[src/adhr_cfg.svh]
// Constants for the converter run control and handshake sequencer.
// Assumes inclusion by bare name from the package and design modules.
`ifndef ADHR_CFG_SVH
`define ADHR_CFG_SVH

// *****
// Converter variant and phase lengths
// *****
`define ADHR_RES_BITS_DEF      16
`define ADHR_INT_COUNTS_DEF    32768
`define ADHR_DEINT_COUNTS_DEF  65536
`define ADHR_AZ_MIN_COUNTS_DEF 32768
`define ADHR_BYTE_BITS         8
`define ADHR_MAX_BYTES         3
`define ADHR_EXTRA_BITS        2

// *****
// Register map
// *****
`define ADHR_ADDR_W            12
`define ADHR_CTRL_OFF          12'h000
`define ADHR_STATUS_OFF        12'h004
`define ADHR_RESULT_OFF        12'h008
`define ADHR_CTRL_MODE_BIT     0
`define ADHR_CTRL_RH_BIT       1
`define ADHR_CTRL_RST          2'h0
`define ADHR_ST_HS_BIT         0
`define ADHR_ST_STATUS_BIT     1
`define ADHR_ST_PHASE_LO       2
`define ADHR_ST_PHASE_HI       3

`endif

[src/adhr_pkg.sv]
// Types shared by the run control and the handshake sequencer.
// Assumes adhr_cfg.svh is on the include path.
`include "adhr_cfg.svh"

package adhr_pkg;

    // *****
    // State encodings
    // *****
    typedef enum logic [1:0] {
        PH_AZ_IDLE = 2'h0,
        PH_INT     = 2'h1,
        PH_DEINT   = 2'h3,
        PH_AZ      = 2'h2
    } adhr_phase_type;

    typedef enum logic [2:0] {
        HS_IDLE   = 3'h0,
        HS_WAIT   = 3'h1,
        HS_STROBE = 3'h3,
        HS_HOLD   = 3'h2,
        HS_FLOAT  = 3'h6
    } adhr_hs_state_type;

    // *****
    // Carriers
    // *****
    typedef struct packed {
        logic run_hold;
        logic mode;
    } adhr_ctrl_type;

    typedef struct packed {
        logic cmp;
        logic ready;
        logic run_hold;
        logic mode;
    } adhr_pins_type;

endpackage : adhr_pkg

[src/adhr_handshake_seq.sv]
// Handshake sequencer: sends the latched result byte by byte.
// Assumes synchronised ready and mode, and a result held in flops.
`timescale 1ns/10ps
`include "adhr_cfg.svh"

module adhr_handshake_seq
    import adhr_pkg::*;
#(
    parameter int DW = `ADHR_RES_BITS_DEF + `ADHR_EXTRA_BITS,
    parameter int NB = (DW + `ADHR_BYTE_BITS - 1) / `ADHR_BYTE_BITS
)(
    input  wire logic     pclk,
    input  wire logic     presetn,
    input  wire logic     ce,
    input  wire logic     mode,
    input  wire logic     ready,
    input  wire logic     latch_pulse,
    output logic          hs_active,
    output logic [DW-1:0] data_oe,
    output logic [NB-1:0] byte_dis_n_out,
    output logic [NB-1:0] byte_dis_oe,
    output logic          load_strobe_n_out,
    output logic          load_strobe_oe
);

    localparam int IW = (NB > 1) ? $clog2(NB) : 1;
    localparam logic [IW-1:0] LAST_IDX = IW'(NB - 1);

    adhr_hs_state_type state_reg;
    logic [IW-1:0]     idx_reg;
    logic [NB-1:0]     byte_oe_reg;
    logic [NB-1:0]     byte_dis_n_reg;
    logic              strobe_n_reg;
    logic              mode_prev_reg;
    logic              enter;

    if (NB < 2 || NB > `ADHR_MAX_BYTES) begin : g_bad_nb
        $error("adhr_handshake_seq: byte count must be 2 or 3");
    end

    // *****
    // Entry
    // *****
    // Rise during a latch cycle is served by the latch term, so it enters at its end
    assign enter = (state_reg == HS_IDLE) &&
                   ((latch_pulse && mode) ||
                    (mode && !mode_prev_reg));

    always_ff @(posedge pclk or negedge presetn) begin
        if (!presetn) begin
            mode_prev_reg <= 1'b0;
        end else if (ce) begin
            mode_prev_reg <= mode;
        end
    end

    // *****
    // Byte sequence
    // *****
    always_ff @(posedge pclk or negedge presetn) begin
        if (!presetn) begin
            state_reg      <= HS_IDLE;
            idx_reg        <= '0;
            byte_oe_reg    <= '0;
            byte_dis_n_reg <= '1;
            strobe_n_reg   <= 1'b1;
        end else if (ce) begin
            case (state_reg)
                HS_IDLE: begin
                    if (enter) begin
                        state_reg <= HS_WAIT;
                        idx_reg   <= '0;
                    end
                end
                HS_WAIT: begin
                    if (ready) begin
                        byte_dis_n_reg[idx_reg] <= 1'b0;
                        byte_oe_reg[idx_reg]    <= 1'b1;
                        strobe_n_reg            <= 1'b0;
                        state_reg               <= HS_STROBE;
                    end
                end
                HS_STROBE: begin
                    strobe_n_reg <= 1'b1;
                    state_reg    <= HS_HOLD;
                end
                HS_HOLD: begin
                    // Busy receiver keeps ready low, so the byte stays driven
                    if (ready) begin
                        byte_oe_reg[idx_reg] <= 1'b0;
                        state_reg            <= HS_FLOAT;
                    end
                end
                HS_FLOAT: begin
                    byte_dis_n_reg[idx_reg] <= 1'b1;
                    if (idx_reg == LAST_IDX) begin
                        state_reg <= HS_IDLE;
                    end else begin
                        idx_reg   <= idx_reg + 1'b1;
                        state_reg <= HS_WAIT;
                    end
                end
                default: begin
                    state_reg <= HS_IDLE;
                end
            endcase
        end
    end

    // *****
    // Pin drive
    // *****
    assign hs_active = (state_reg != HS_IDLE);

    // Outside a transfer the pins float on pull-ups unless mode is high
    assign byte_dis_oe       = {NB{hs_active || mode}};
    assign load_strobe_oe    = hs_active || mode;
    assign byte_dis_n_out    = byte_dis_n_reg;
    assign load_strobe_n_out = strobe_n_reg;

    for (genvar b = 0; b < DW; b++) begin : g_oe
        assign data_oe[b] = byte_oe_reg[b / `ADHR_BYTE_BITS];
    end

endmodule : adhr_handshake_seq

[src/adhr_run_control.sv]
// Run/hold sequencer, result latch, APB and byte handshake.
// Assumes one 100 MHz clock and asynchronous pins;
// disable pin pull-ups sit off chip.
//
// Function
// - Latch with mode high enters handshake after latch
// - Mode rising edge enters handshake, after any latch
// - Handshake blocks latching, ignores mode, conversions continue
// - Disable pins become driven handshake outputs
// - Ready high enables next byte, disable low
// - Load strobe low exactly one clock per byte
// - Ready high floats active byte data outputs
// - Then disable high, next byte follows
// - Three bytes full width, two otherwise
// - Byte data driven while its disable low
// - Final acknowledge ends handshake, latching resumes
// - After exit with mode low, pins float
// - Mode high: each conversion starts a transfer
// - Run/hold high gives fixed cycle length
// - Run/hold low after crossing ends reference phase
// - Then minimum auto-zero, wait for run/hold
// - Run/hold high at minimum starts next conversion
// - Run/hold low finishes current, starts none
// - Latch clock after crossing, status then falls
// - Input integrate lasts fixed count
//
// Implementation choices: register access over APB and the address map.
`timescale 1ns/10ps
`include "adhr_cfg.svh"

module adhr_run_control
    import adhr_pkg::*;
#(
    parameter int RES_BITS      = `ADHR_RES_BITS_DEF,
    parameter int INT_COUNTS    = `ADHR_INT_COUNTS_DEF,
    parameter int DEINT_COUNTS  = `ADHR_DEINT_COUNTS_DEF,
    parameter int AZ_MIN_COUNTS = `ADHR_AZ_MIN_COUNTS_DEF
)(
    input  wire logic                      pclk,
    input  wire logic                      presetn,
    input  wire logic                      ce,
    input  wire logic                      psel,
    input  wire logic                      penable,
    input  wire logic                      pwrite,
    input  wire logic [`ADHR_ADDR_W-1:0]   paddr,
    input  wire logic [31:0]               pwdata,
    output logic      [31:0]               prdata,
    output logic                           pready,
    output logic                           pslverr,
    input  wire logic                      mode_in,
    input  wire logic                      run_hold_in,
    input  wire logic                      comparator_in,
    input  wire logic                      receiver_ready_in,
    output logic                           conversion_status_out,
    output logic                           phase_az_out,
    output logic                           phase_int_out,
    output logic                           phase_deint_out,
    output logic      [RES_BITS+1:0]       data_out,
    output logic      [RES_BITS+1:0]       data_oe,
    output logic      [(RES_BITS+9)/8-1:0] byte_dis_n_out,
    output logic      [(RES_BITS+9)/8-1:0] byte_dis_oe,
    output logic                           chip_off_load_strobe_n,
    output logic                           chip_off_load_strobe_oe
);

    localparam int DW    = RES_BITS + `ADHR_EXTRA_BITS;
    localparam int NB    = (DW + `ADHR_BYTE_BITS - 1) / `ADHR_BYTE_BITS;
    localparam int TOTAL = INT_COUNTS + DEINT_COUNTS + AZ_MIN_COUNTS;
    localparam int CW    = $clog2(TOTAL + 1);
    localparam logic [CW-1:0] INT_L   = CW'(INT_COUNTS);
    localparam logic [CW-1:0] DEINT_L = CW'(DEINT_COUNTS);
    localparam logic [CW-1:0] AZ_L    = CW'(AZ_MIN_COUNTS);
    localparam logic [CW-1:0] ONE_L   = CW'(1);

    // *****
    // Elaboration checks
    // *****
    if (RES_BITS != 12 && RES_BITS != 14 && RES_BITS != 16) begin : g_bad_res
        $error("adhr_run_control: resolution must be 12, 14 or 16");
    end
    if (INT_COUNTS < 2 || AZ_MIN_COUNTS < 2 || DEINT_COUNTS < 2 ||
        DEINT_COUNTS > (1 << RES_BITS)) begin : g_bad_cnt
        $error("adhr_run_control: phase counts out of range");
    end

    // *****
    // Pin synchronisers
    // *****
    adhr_pins_type pins_meta_reg;
    adhr_pins_type pins_reg;

    always_ff @(posedge pclk or negedge presetn) begin
        if (!presetn) begin
            pins_meta_reg <= '0;
            pins_reg      <= '0;
        end else if (ce) begin
            pins_meta_reg <= '{cmp: comparator_in, ready: receiver_ready_in,
                               run_hold: run_hold_in, mode: mode_in};
            pins_reg      <= pins_meta_reg;
        end
    end

    // *****
    // Control register and effective inputs
    // *****
    adhr_ctrl_type ctrl_reg;
    logic          mode_eff;
    logic          run_hold_eff;

    // Software bits OR with the pins, so either source can request
    assign mode_eff     = pins_reg.mode || ctrl_reg.mode;
    assign run_hold_eff = pins_reg.run_hold || ctrl_reg.run_hold;

    // *****
    // Conversion sequencer
    // *****
    adhr_phase_type      phase_reg;
    logic [CW-1:0]       left_reg;
    logic                polarity_reg;
    logic [RES_BITS-1:0] mag_hold_reg;
    logic                over_hold_reg;
    logic                latch_req_reg;
    logic                zc;
    logic [CW-1:0]       deint_count;

    assign zc          = (pins_reg.cmp != polarity_reg);
    assign deint_count = DEINT_L - left_reg;

    always_ff @(posedge pclk or negedge presetn) begin
        if (!presetn) begin
            phase_reg     <= PH_AZ_IDLE;
            left_reg      <= '0;
            polarity_reg  <= 1'b0;
            mag_hold_reg  <= '0;
            over_hold_reg <= 1'b0;
            latch_req_reg <= 1'b0;
        end else if (ce) begin
            latch_req_reg <= 1'b0;
            case (phase_reg)
                PH_AZ_IDLE: begin
                    if (run_hold_eff) begin
                        phase_reg <= PH_INT;
                        left_reg  <= INT_L;
                    end
                end
                PH_INT: begin
                    left_reg <= left_reg - ONE_L;
                    if (left_reg == ONE_L) begin
                        polarity_reg <= pins_reg.cmp;
                        phase_reg    <= PH_DEINT;
                        left_reg     <= DEINT_L;
                    end
                end
                PH_DEINT: begin
                    left_reg <= left_reg - ONE_L;
                    if (zc) begin
                        mag_hold_reg  <= deint_count[RES_BITS-1:0];
                        over_hold_reg <= 1'b0;
                        latch_req_reg <= 1'b1;
                        phase_reg     <= PH_AZ;
                        // Unused reference slot joins auto-zero for a fixed cycle
                        left_reg      <= left_reg - ONE_L + AZ_L;
                    end else if (left_reg == ONE_L) begin
                        mag_hold_reg  <= '1;
                        over_hold_reg <= 1'b1;
                        latch_req_reg <= 1'b1;
                        phase_reg     <= PH_AZ;
                        left_reg      <= AZ_L;
                    end
                end
                PH_AZ: begin
                    if (!run_hold_eff && left_reg > AZ_L) begin
                        left_reg <= AZ_L - ONE_L;
                    end else if (left_reg == ONE_L) begin
                        if (run_hold_eff) begin
                            phase_reg <= PH_INT;
                            left_reg  <= INT_L;
                        end else begin
                            phase_reg <= PH_AZ_IDLE;
                            left_reg  <= '0;
                        end
                    end else begin
                        left_reg <= left_reg - ONE_L;
                    end
                end
                default: begin
                    phase_reg <= PH_AZ_IDLE;
                end
            endcase
        end
    end

    // *****
    // Result latch and status
    // *****
    logic          hs_active;
    logic          latch_pulse;
    logic [DW-1:0] result_reg;
    logic          status_reg;

    // Handshake holds the old word, so a transfer never mixes two results
    assign latch_pulse = latch_req_reg && !hs_active;

    always_ff @(posedge pclk or negedge presetn) begin
        if (!presetn) begin
            result_reg <= '0;
        end else if (ce && latch_pulse) begin
            result_reg <= {over_hold_reg, polarity_reg, mag_hold_reg};
        end
    end

    always_ff @(posedge pclk or negedge presetn) begin
        if (!presetn) begin
            status_reg <= 1'b0;
        end else if (ce) begin
            if (phase_reg != PH_INT && phase_reg != PH_DEINT &&
                run_hold_eff && (phase_reg == PH_AZ_IDLE || left_reg == ONE_L)) begin
                status_reg <= 1'b1;
            end else if (latch_req_reg) begin
                // Falls on the latch edge itself; single-edge design
                status_reg <= 1'b0;
            end
        end
    end

    assign conversion_status_out = status_reg;
    assign phase_az_out          = (phase_reg == PH_AZ) || (phase_reg == PH_AZ_IDLE);
    assign phase_int_out         = (phase_reg == PH_INT);
    assign phase_deint_out       = (phase_reg == PH_DEINT);
    assign data_out              = result_reg;

    // *****
    // Handshake sequencer
    // *****
    adhr_handshake_seq #(
        .DW (DW),
        .NB (NB)
    ) u_hs (
        .pclk              (pclk),
        .presetn           (presetn),
        .ce                (ce),
        .mode              (mode_eff),
        .ready             (pins_reg.ready),
        .latch_pulse       (latch_pulse),
        .hs_active         (hs_active),
        .data_oe           (data_oe),
        .byte_dis_n_out    (byte_dis_n_out),
        .byte_dis_oe       (byte_dis_oe),
        .load_strobe_n_out (chip_off_load_strobe_n),
        .load_strobe_oe    (chip_off_load_strobe_oe)
    );

    // *****
    // APB slave
    // *****
    logic        setup;
    logic        access;
    logic        addr_ok;
    logic [31:0] rd_word;
    logic [31:0] prdata_reg;

    assign setup   = psel && !penable;
    assign access  = psel && penable;
    assign addr_ok = (paddr == `ADHR_CTRL_OFF) || (paddr == `ADHR_STATUS_OFF) ||
                     (paddr == `ADHR_RESULT_OFF);

    always_comb begin
        rd_word = '0;
        case (paddr)
            `ADHR_CTRL_OFF: begin
                rd_word[`ADHR_CTRL_MODE_BIT] = ctrl_reg.mode;
                rd_word[`ADHR_CTRL_RH_BIT]   = ctrl_reg.run_hold;
            end
            `ADHR_STATUS_OFF: begin
                rd_word[`ADHR_ST_HS_BIT]     = hs_active;
                rd_word[`ADHR_ST_STATUS_BIT] = status_reg;
                rd_word[`ADHR_ST_PHASE_HI:`ADHR_ST_PHASE_LO] = phase_reg;
            end
            `ADHR_RESULT_OFF: begin
                rd_word[DW-1:0] = result_reg;
            end
            default: begin
                rd_word = '0;
            end
        endcase
    end

    // Read data captured in setup, so the access phase needs no wait
    always_ff @(posedge pclk or negedge presetn) begin
        if (!presetn) begin
            prdata_reg <= '0;
        end else if (ce && setup) begin
            prdata_reg <= rd_word;
        end
    end

    always_ff @(posedge pclk or negedge presetn) begin
        if (!presetn) begin
            ctrl_reg <= `ADHR_CTRL_RST;
        end else if (ce && access && pwrite && paddr == `ADHR_CTRL_OFF) begin
            ctrl_reg.mode     <= pwdata[`ADHR_CTRL_MODE_BIT];
            ctrl_reg.run_hold <= pwdata[`ADHR_CTRL_RH_BIT];
        end
    end

    // Frozen clock enable stalls the bus rather than dropping a transfer
    assign pready  = ce;
    assign pslverr = access && !addr_ok;
    assign prdata  = prdata_reg;

endmodule : adhr_run_control

[config.mk]
export PLATFORM = sky130hd
export DESIGN_NAME = adhr_run_control
export DESIGN_NICKNAME = d
export VERILOG_FILES = /design/src/adhr_pkg.sv /design/src/adhr_handshake_seq.sv /design/src/adhr_run_control.sv
export VERILOG_INCLUDE_DIRS = /design/src
export SDC_FILE = /design/constraint.sdc
export NUM_CORES = 1
export LEC_CHECK = 0
export ABC_AREA = 1
export BUFFER_PORTS_ARGS = -buffer_cell sky130_fd_sc_hd__buf_2
export CAP_MARGIN = 10
export CORE_UTILIZATION = 40
export DETAILED_ROUTE_END_ITERATION = 10
export HOLD_SLACK_MARGIN = 0.08
export SLEW_MARGIN = 20
export SYNTH_ARGS = -nofsm -noshare
export SYNTH_HDL_FRONTEND = slang
export SYNTH_HIERARCHICAL = 1
export SYNTH_SLANG_ARGS = --single-unit
[constraint.sdc]
create_clock -name pclk -period 6.4 [get_ports pclk]
set_clock_uncertainty 0.15 [all_clocks]
set_input_delay 0.64 -clock pclk [delete_from_list [all_inputs] [get_ports pclk]]
set_output_delay 0.64 -clock pclk [all_outputs]
set_load 0.005 [all_outputs]
==> results of run 1 <==
[final timing paths]
path | slack [ns] | to | cells after the start | start
max in group asynchronous | 4.29 | async pin | 3 | presetn
hold reg to reg | 0.32 | register | 2 | register
setup reg to reg | 3.97 | left_reg[16] | 14 | left_reg[0]
hold / removal | 0.32 | register | 2 | register
setup / recovery | 3.71 | pslverr | 8 | paddr[11]
min in group asynchronous | 0.62 | left_reg[11] | 2 | presetn
[cell families (layout without fill, tap and decap cells)]
| family | after synthesis | in the layout |
|---|---|---|
| compound gates | 95 | 95 |
| xor+xnor | 14 | 14 |
| fa+ha+maj | 7 | 7 |
| buf+inv | 120 | 182 |
| flops | 99 | 99 |
| mux | 6 | 6 |
| other cells | 1 | 14 |
| simple gates | 348 | 348 |
[through the flow]
stage	util, %	hold WS, ns
after floorplan	-	0.194
after global placement	44.7	0.306
after detailed placement	44.7	0.311
after CTS	47.1	0.320
after global routing	47.1	0.325
final	47.1	0.317
[cell usage in the layout (no fill, tap or decap), types with 3 or more instances in the layout]
cell,count
inv_2,4
ha_1,7
o21ai_1,15
nand2_1,200
nand2_4,5
nand3_2,4
nand2_2,5
conb_1,14
buf_2,90
nor2_8,4
nor2_2,10
nand3_1,32
nand4_1,17
o21ai_0,47
inv_1,68
a21oi_1,14
mux2_2,5
clkbuf_16,9
a32oi_1,3
xor2_1,14
a21oi_4,3
nor2_4,4
a31oi_1,4
nor2_1,53
dfrtp_1,95
a22oi_1,4
nor3_1,4
dfstp_2,4
[cell type report]
type,instances,area [um2],share of cell area [%]
Timing Repair Buffer,93,475,7.54
Tap cell,176,220,3.49
Clock buffer,10,229,3.63
Inverter,73,277,4.38
Multi-Input combinational cell,484,2540,40.3
Sequential cell,99,2480,39.4
Clock inverter,6,78.8,1.25
[report_power, final]
group | internal (W) | total [W] | switching, W
registers | 0.000821 | 0.00101 | 0.000187
logic | 0.000400 | 0.00110 | 0.000702
clock network | 0.000312 | 0.000567 | 0.000254
total | 0.00153 | 0.00268 | 0.00114
[worst register-to-register path, delay by kind of cell (launching register included)]
family / cells / cell delay [ns]
buffers and inverters: 1 / 0.15
adders and majority gates: 2 / 0.52
and+or+nand+nor: 10 / 1.01
AOI/OAI and AO/OA: 1 / 0.07
DFF: 1 / 0.40
[routing by layer]
| metal | routed length, um | part of all wire, % | track usage, % |
|---|---|---|---|
| met5 | 0 | 0 | 0 |
| met4 | 187 | 1.5 | 5.78 |
| met3 | 595 | 4.8 | 4.13 |
| met2 | 5610 | 45 | 28.8 |
| met1 | 6090 | 49 | 24.9 |
==> flow_summary.ini, run 1 <==
[route]
wire_per_inst_um = 13.3
drt_iter0_markers = 299
vias_per_cell = 4.87
ant_nets = 0
num_vias = 4579
drc = 0
drt_wl_total_mm = 12.5
dr.pass1.iters = 5

[timing]
fmax_mhz = 371
rsz0062_at_grt = no
period_share_pct = 42.1
slew_headroom_pct = 41.4
fin_crit_ns = 2.69
finalSetupTns_ns = 0
layout_setup_ws_ns = 3.71
finalHoldViolCount = 0
tightest_slew_ns = 0.877
setup_viol_count_final = 0
slew_violations = 0

[power_and_ir_drop]
total_power_w = 0.00268
peakVddDrop_mv = 0.138
leakage_nw = 3.31
power_density_nw_per_um2 = 424

[synth]
synthFlopType = dfrtp_1
syn_inst = 690
synth_cell_types = 42
async_flop_share_pct = 100
ys_ff_latch = 99
yosysMostFrequentCell = nand2_1
synth_top_family_by_area = simple AND/OR/NAND/NOR gates
synthSimpleGateAreaFrac_pct = 29.9
synth_edf_count = 0
postSynthAreaPerCell_um2 = 8.07
synth_xor_area_share_pct = 2.20
yosys.area.top_type = dfrtp_1
synth_compound_area_share_pct = 9.91
synth-seq-area-share_pct = 44.6
ys_warn_count = 6
synth_fa_ha_area_share_pct = 1.57
synth_top_area_share_pct = 42.7
synth.area.mux_share_pct = 1.19
synth_area_leaders = dfrtp_1, nand2_1, inv_1
syn_area_um2 = 5570
synth_common_cells = nand2_1, dfrtp_1, inv_1

[global_routing]
grt-ovfl-total = 0
antenna_found_initial = 0
grt_max_degree = 68
grt_pass1_vias = 4209
grt_pass1_wl_mm = 20.7
grtUsageTotal_pct = 18.3

[placement]
numPlacedInstances = 924
dpl.hpwl_mm = 9.27
globalplace.congestion = 0.854
place_area_um2 = 5990
post-place-ws_ns = 3.59
port_buffers = 91

[min_path]
hold_class = reg2reg

[clocking]
cts_setup_buffers = 0
root_buffer = clkbuf_16
path_clk_slew_ns = 0.06
ctsHoldBuffers = 1
clk_latency_ns = 0.35
h-tree-depth = 3
cts_buffers = 9
max-clock-path-buffers = 2
cts_tree = yes
cts_resized = 0
clock-sinks = 99

[setup_path]
start_kind = primary input
cpPeakStageDelay_ns = 0.54
cp_cell_sequence = buf_2 > nor2_1 > nand2_1 > nor2_1 > o31ai_1 > nand3_1 > inv_1 > buf_2
critPathMaxFanout = 12
end_kind = primary output
crit_buf_inv = 3
cp.arrival_ns = 1.90
slowest_stage = nor2_1
cp_data_required_time_ns = 5.61
crit_type = in2out
crit_family = simple AND/OR/NAND/NOR gates

[die]
die_area_um2 = 14400
initial_core_util_pct = 41.5
core_area_um2 = 13400
num_rows = 42
die_x_um = 120
die_y_um = 120
io_pins = 136

[outcome]
status = finished clean

[cells_and_area]
drive_gt1_share_pct = 21.4
diodes = 0
area_growth_pct = 13.3
fill_cells = 1339
final_cells = 941
fin_nets = 821
stdcell_area_um2 = 6310

[job]
cap_violations = 0
Power figures use the tool's default switching activity.
==> run 2, diff against run 1 <==
Settings changed: PLACE_DENSITY set to 0.65.
Clock period 6.4 ns to 2.3 ns, I/O delays scaled along.
==> flow_summary.ini, run 2 (same netlist as run 1, synthesis figures left out) <==
[cells_and_area]
final_common_cell = nand2_1
fin_nets = 844
drive_gt1_share_pct = 24.0
diodes = 0
final_cell_mix = nand2_1, dfrtp_1, buf_2
area_growth_pct = 17.8
fill_cells = 1336
utilization_pct = 48.9

[timing]
finalSetupTns_ns = 0
fmax_mhz = 481
setup_viol_count_final = 0
fin_crit_ns = 2.08
rsz0062_at_grt = no
slew_headroom_pct = 53.0
slew_violations = 0
tightest_slew_ns = 0.705
finalHoldViolCount = 0
period_share_pct = 90.4

[clocking]
root_buffer = clkbuf_16
clock-sinks = 99
cts_setup_buffers = 0
cts_buffers = 9
path_clk_slew_ns = 0.07
max-clock-path-buffers = 2
h-tree-depth = 3
clk_latency_ns = 0.35
cts_tree = yes

[route]
drt_wl_total_mm = 12.5
drc = 0
dr.pass1.iters = 4
ant_nets = 0
num_vias = 4637
vias_per_cell = 4.81
drt_iter0_markers = 258
wire_per_inst_um = 13.0

[setup_path]
critPathLaunch = left_reg[0]
r2r-start = left_reg[0]
end_kind = register
critPathMaxFanout = 3
start_kind = register
cp_data_required_time_ns = 2.39
crit_type = reg2reg
reg2reg_depth = 14
cp.arrival_ns = 2.17

[min_path]
hold_path_depth = 4
min_from = paddr[2]
hold_class = in2reg

[placement]
port_buffers = 91
globalplace.congestion = 0.866
dpl.hpwl_mm = 9.21

[global_routing]
grt_pass1_wl_mm = 21.1
grt_max_degree = 44
antenna_found_initial = 0
grt-ovfl-total = 0
grt_pass1_vias = 4310
grtUsageTotal_pct = 18.5

[power_and_ir_drop]
power_density_nw_per_um2 = 1150
peakVddDrop_mv = 0.499
leakage_nw = 3.42

[die]
num_rows = 42
die_x_um = 120
core_area_um2 = 13400
io_pins = 136
initial_core_util_pct = 41.5
die_area_um2 = 14400
die_y_um = 120

[outcome]
status = finished clean

[job]
cap_violations = 0
[run 2: cell types whose count changed in the layout (fill, tap and decap cells not counted), sizes merged]
cell | previous run | this run
inv | 77 | 75
dlygate4sd3 | 1 | 11
bufinv | 1 | 0
buf | 92 | 105
clkbuf | 10 | 9
clkinv | 1 | 5
[run 2: per-stage QoR]
stage / hold slack [ns] / cells / setup slack [ns] / total power (W) / area (um2)
final: 0.104 / 964 / 0.220 / 0.00755 / 6560
after detailed placement: 0.0651 / 937 / 0.151 / 0.00595 / 6100
after global placement: 0.0622 / 937 / 0.176 / 0.00590 / 6100
after CTS: 0.0961 / 964 / 0.118 / 0.00755 / 6530
after global routing: 0.138 / 964 / 0.0104 / 0.00818 / 6560
after floorplan: -0.216 / 703 / 0.235 / 0.00506 / 5620
[run 2: routing by layer]
layer	GRT usage [%]	wire length, um
met1	25.8	6240
met2	29.3	5560
met3	2.28	537
met4	6.80	161
met5	0	0
[run 2: critical path, stage by stage, from the launching register on]
cell and delay [ns]:
dfrtp_1 0.39, inv_1 0.08, ha_1 0.19, nand2_1 0.11
nor2_4 0.15, nand2_1 0.06, nand2_1 0.07, nand2_1 0.07
ha_1 0.29, nor2_1 0.11, nor2_1 0.05, o21ai_1 0.08
nand2_1 0.07, nand2_1 0.05, nand2_1 0.05
[run 2: where the power goes]
part	leakage (nW)	internal [W]	switching (W)
combinational	2.05	0.00121	0.00198
clock	0.153	0.000785	0.000768
sequential	1.21	0.00229	0.000521
[run 2: layout make-up]
cell class              instances  area (um2)  share of cell area, %
repair buffers                116         686                   10.5
inverters                      73         277                   4.22
multi-input cells             484        2570                   39.2
flip-flops and latches         99        2490                   37.9
clock inverters                 7        93.8                   1.43
clock buffers                   9         225                   3.43
well taps                     176         220                   3.36
[run 2: final timing paths]
path | to | slack, ns
setup / recovery | left_reg[16] | 0.22
hold / removal | prdata[3] | 0.10
setup reg to reg | left_reg[16] | 0.22
hold reg to reg | register | 0.32
max in group asynchronous | data_out[15] | 1.11
min in group asynchronous | left_reg[14] | 0.21
[run 2: repair_timing]
item / in CTS / in global routing
hold buffers: 11 / 0
resized for setup: 0 / 13
setup endpoints to repair: 0 / 2
endpoints found under the hold margin: 41 / 0
==> run 3, diff against run 2 <==
Settings changed: CORE_UTILIZATION 40 to 49, PLACE_DENSITY 0.65 to 0.77, REMOVE_ABC_BUFFERS set to 1, SYNTH_HIERARCHICAL 1 to not set.
==> flow_summary.ini, run 3 <==
[route]
num_vias = 5026
vias_per_cell = 5.06
drc = 0
drt_wl_total_mm = 12.9
drt_iter0_markers = 312
ant_nets = 0
dr.pass1.iters = 7
wire_per_inst_um = 13.0

[power_and_ir_drop]
leakage_nw = 3.60
peakVddDrop_mv = 0.730
power_density_nw_per_um2 = 1230
total_power_w = 0.00816

[die]
die_y_um = 110
initial_core_util_pct = 51.4
die_x_um = 110
die_area_um2 = 12000
core_area_um2 = 11100
num_rows = 38
io_pins = 136

[clocking]
max-clock-path-buffers = 2
root_buffer = clkbuf_16
clock-sinks = 99
cts_setup_buffers = 0
cts_buffers = 9
h-tree-depth = 3
path_clk_slew_ns = 0.07
clk_latency_ns = 0.35
cts_tree = yes

[timing]
finalHoldViolCount = 0
tightest_slew_ns = 0.571
layout_setup_ws_ns = 0.194
rsz0062_at_grt = no
setup_viol_count_final = 0
fin_crit_ns = 2.11
slew_violations = 0
slew_headroom_pct = 61.6
fmax_mhz = 475
period_share_pct = 91.6

[setup_path]
rr_endpoint = left_reg[16]
ff2ff_setup_slack_ns = 0.22
cp.arrival_ns = 1.73
r2r-start = left_reg[4]
start_kind = primary input
cp_data_required_time_ns = 1.92
reg2reg_depth = 13
critPathMaxFanout = 4
crit_type = in2out
end_kind = primary output

[cells_and_area]
final_common_cell = nand2_1
drive_gt1_share_pct = 23.3
area_growth_pct = 17.1
fin_nets = 908
diodes = 0
utilization_pct = 60.2
final_cell_mix = nand2_1, dfrtp_1, buf_2

[synth]
synthFlopType = dfrtp_1
ys_ff_latch = 99
ys_warn_count = 0
synth_edf_count = 0
postSynthAreaPerCell_um2 = 7.57
async_flop_share_pct = 100
synth_common_cells = nand2_1, dfrtp_1, inv_1
synth-seq-area-share_pct = 43.6
synth_cell_types = 45
synth_top_area_share_pct = 41.8
yosys.area.top_type = dfrtp_1
yosysMostFrequentCell = nand2_1
syn_area_um2 = 5690
synth_area_leaders = dfrtp_1, nand2_1, o21ai_0
syn_inst = 752

[global_routing]
grt_pass1_wl_mm = 20.9
grt_pass1_vias = 4462
grtUsageTotal_pct = 22.7
grt_max_degree = 44
antenna_found_initial = 0
grt-ovfl-total = 0

[min_path]
hold_class = in2reg
holdPathEnd = prdata[2]
hold_path_depth = 5
min_from = paddr[3]

[job]
cap_violations = 0

[placement]
port_buffers = 91
dpl.hpwl_mm = 9.44
globalplace.congestion = 0.922
post-place-ws_ns = 0.185

[outcome]
status = finished clean
[run 3: cell count changes after synthesis, sizes merged, moves of 6 or more]
cell | before | now
nand3 | 38 | 52
buf | 39 | 49
nand2 | 210 | 279
nand4 | 17 | 7
o21ai | 63 | 72
inv | 73 | 67
xor2 | 14 | 6
a21oi | 17 | 6
nor2 | 71 | 64
[run 3: cells by family after synthesis]
kind of cell | share of synthesized area, %
buffers and inverters | 11.1
adders and majority gates | 1.32
other | 0.0659
and+or+nand+nor | 32.2
DFF | 43.6
muxes | 1.17
AOI/OAI and AO/OA | 9.41
xor gates and xnor gates | 1.08
[run 3: worst max-delay path by stage]
stage | start | endpoint | slack [ns]
4_1_cts | paddr[2] | pslverr | 0.16
2_1_floorplan | phase_reg[0] | left_reg[14] | -0.0006
5_1_grt | left_reg[4] | left_reg[16] | 0.004
3_3_place_gp | left_reg[4] | left_reg[16] | 0.19
3_5_place_dp | left_reg[4] | left_reg[16] | 0.19
6_report | paddr[2] | pslverr | 0.19
[run 3: critical path: stages]
cell	delay [ns]
dlygate4sd3_1	0.53
buf_2	0.14
nor3_2	0.30
nand2_1	0.11
and3_1	0.20
nand3_1	0.07
inv_1	0.03
buf_2	0.11
[run 3: power by group]
group	internal [W]	leakage, nW	switching, W
combinational	0.00145	2.19	0.00235
clock	0.000965	0.154	0.000672
sequential	0.00229	1.25	0.000442
total	0.00470	3.60	0.00346
[run 3: repair_timing]
action	CTS	global route
gates resized for setup	0	4
endpoints found under the hold margin	45	0
hold buffers	9	0
setup endpoints to repair	0	3
[run 3: metal layers]
metal  vias to the layer above  wire, um  share of wire, %  GRT usage (%)
li1                       2533         -                 -              -
met1                      2301      5980                46           30.4
met2                       171      5830                45           36.0
met3                        21       833               6.5           5.75
met4                         0       247               1.9           7.71
met5                         -         0                 0              0
[run 3: cell type report]
class                           instances  area, um2
Multi-Input combinational cell        541       2640
Timing Repair Buffer                  129        791
Inverter                               68        255
Fill cell                             980       4410
Tap cell                              140        175
Sequential cell                        99       2480
Clock inverter                          6       93.8
Clock buffer                           10        229
[run 3: stage by stage]
step,std cells,hold slack [ns],setup TNS (ns),cell area (um2)
floorplan,708,-0.216,-0.00698,5360
global placement,968,0.0984,0,6240
detailed placement,968,0.0998,0,6240
CTS,993,0.132,0,6650
global route,993,0.172,0,6660
finish,993,0.150,0,6660
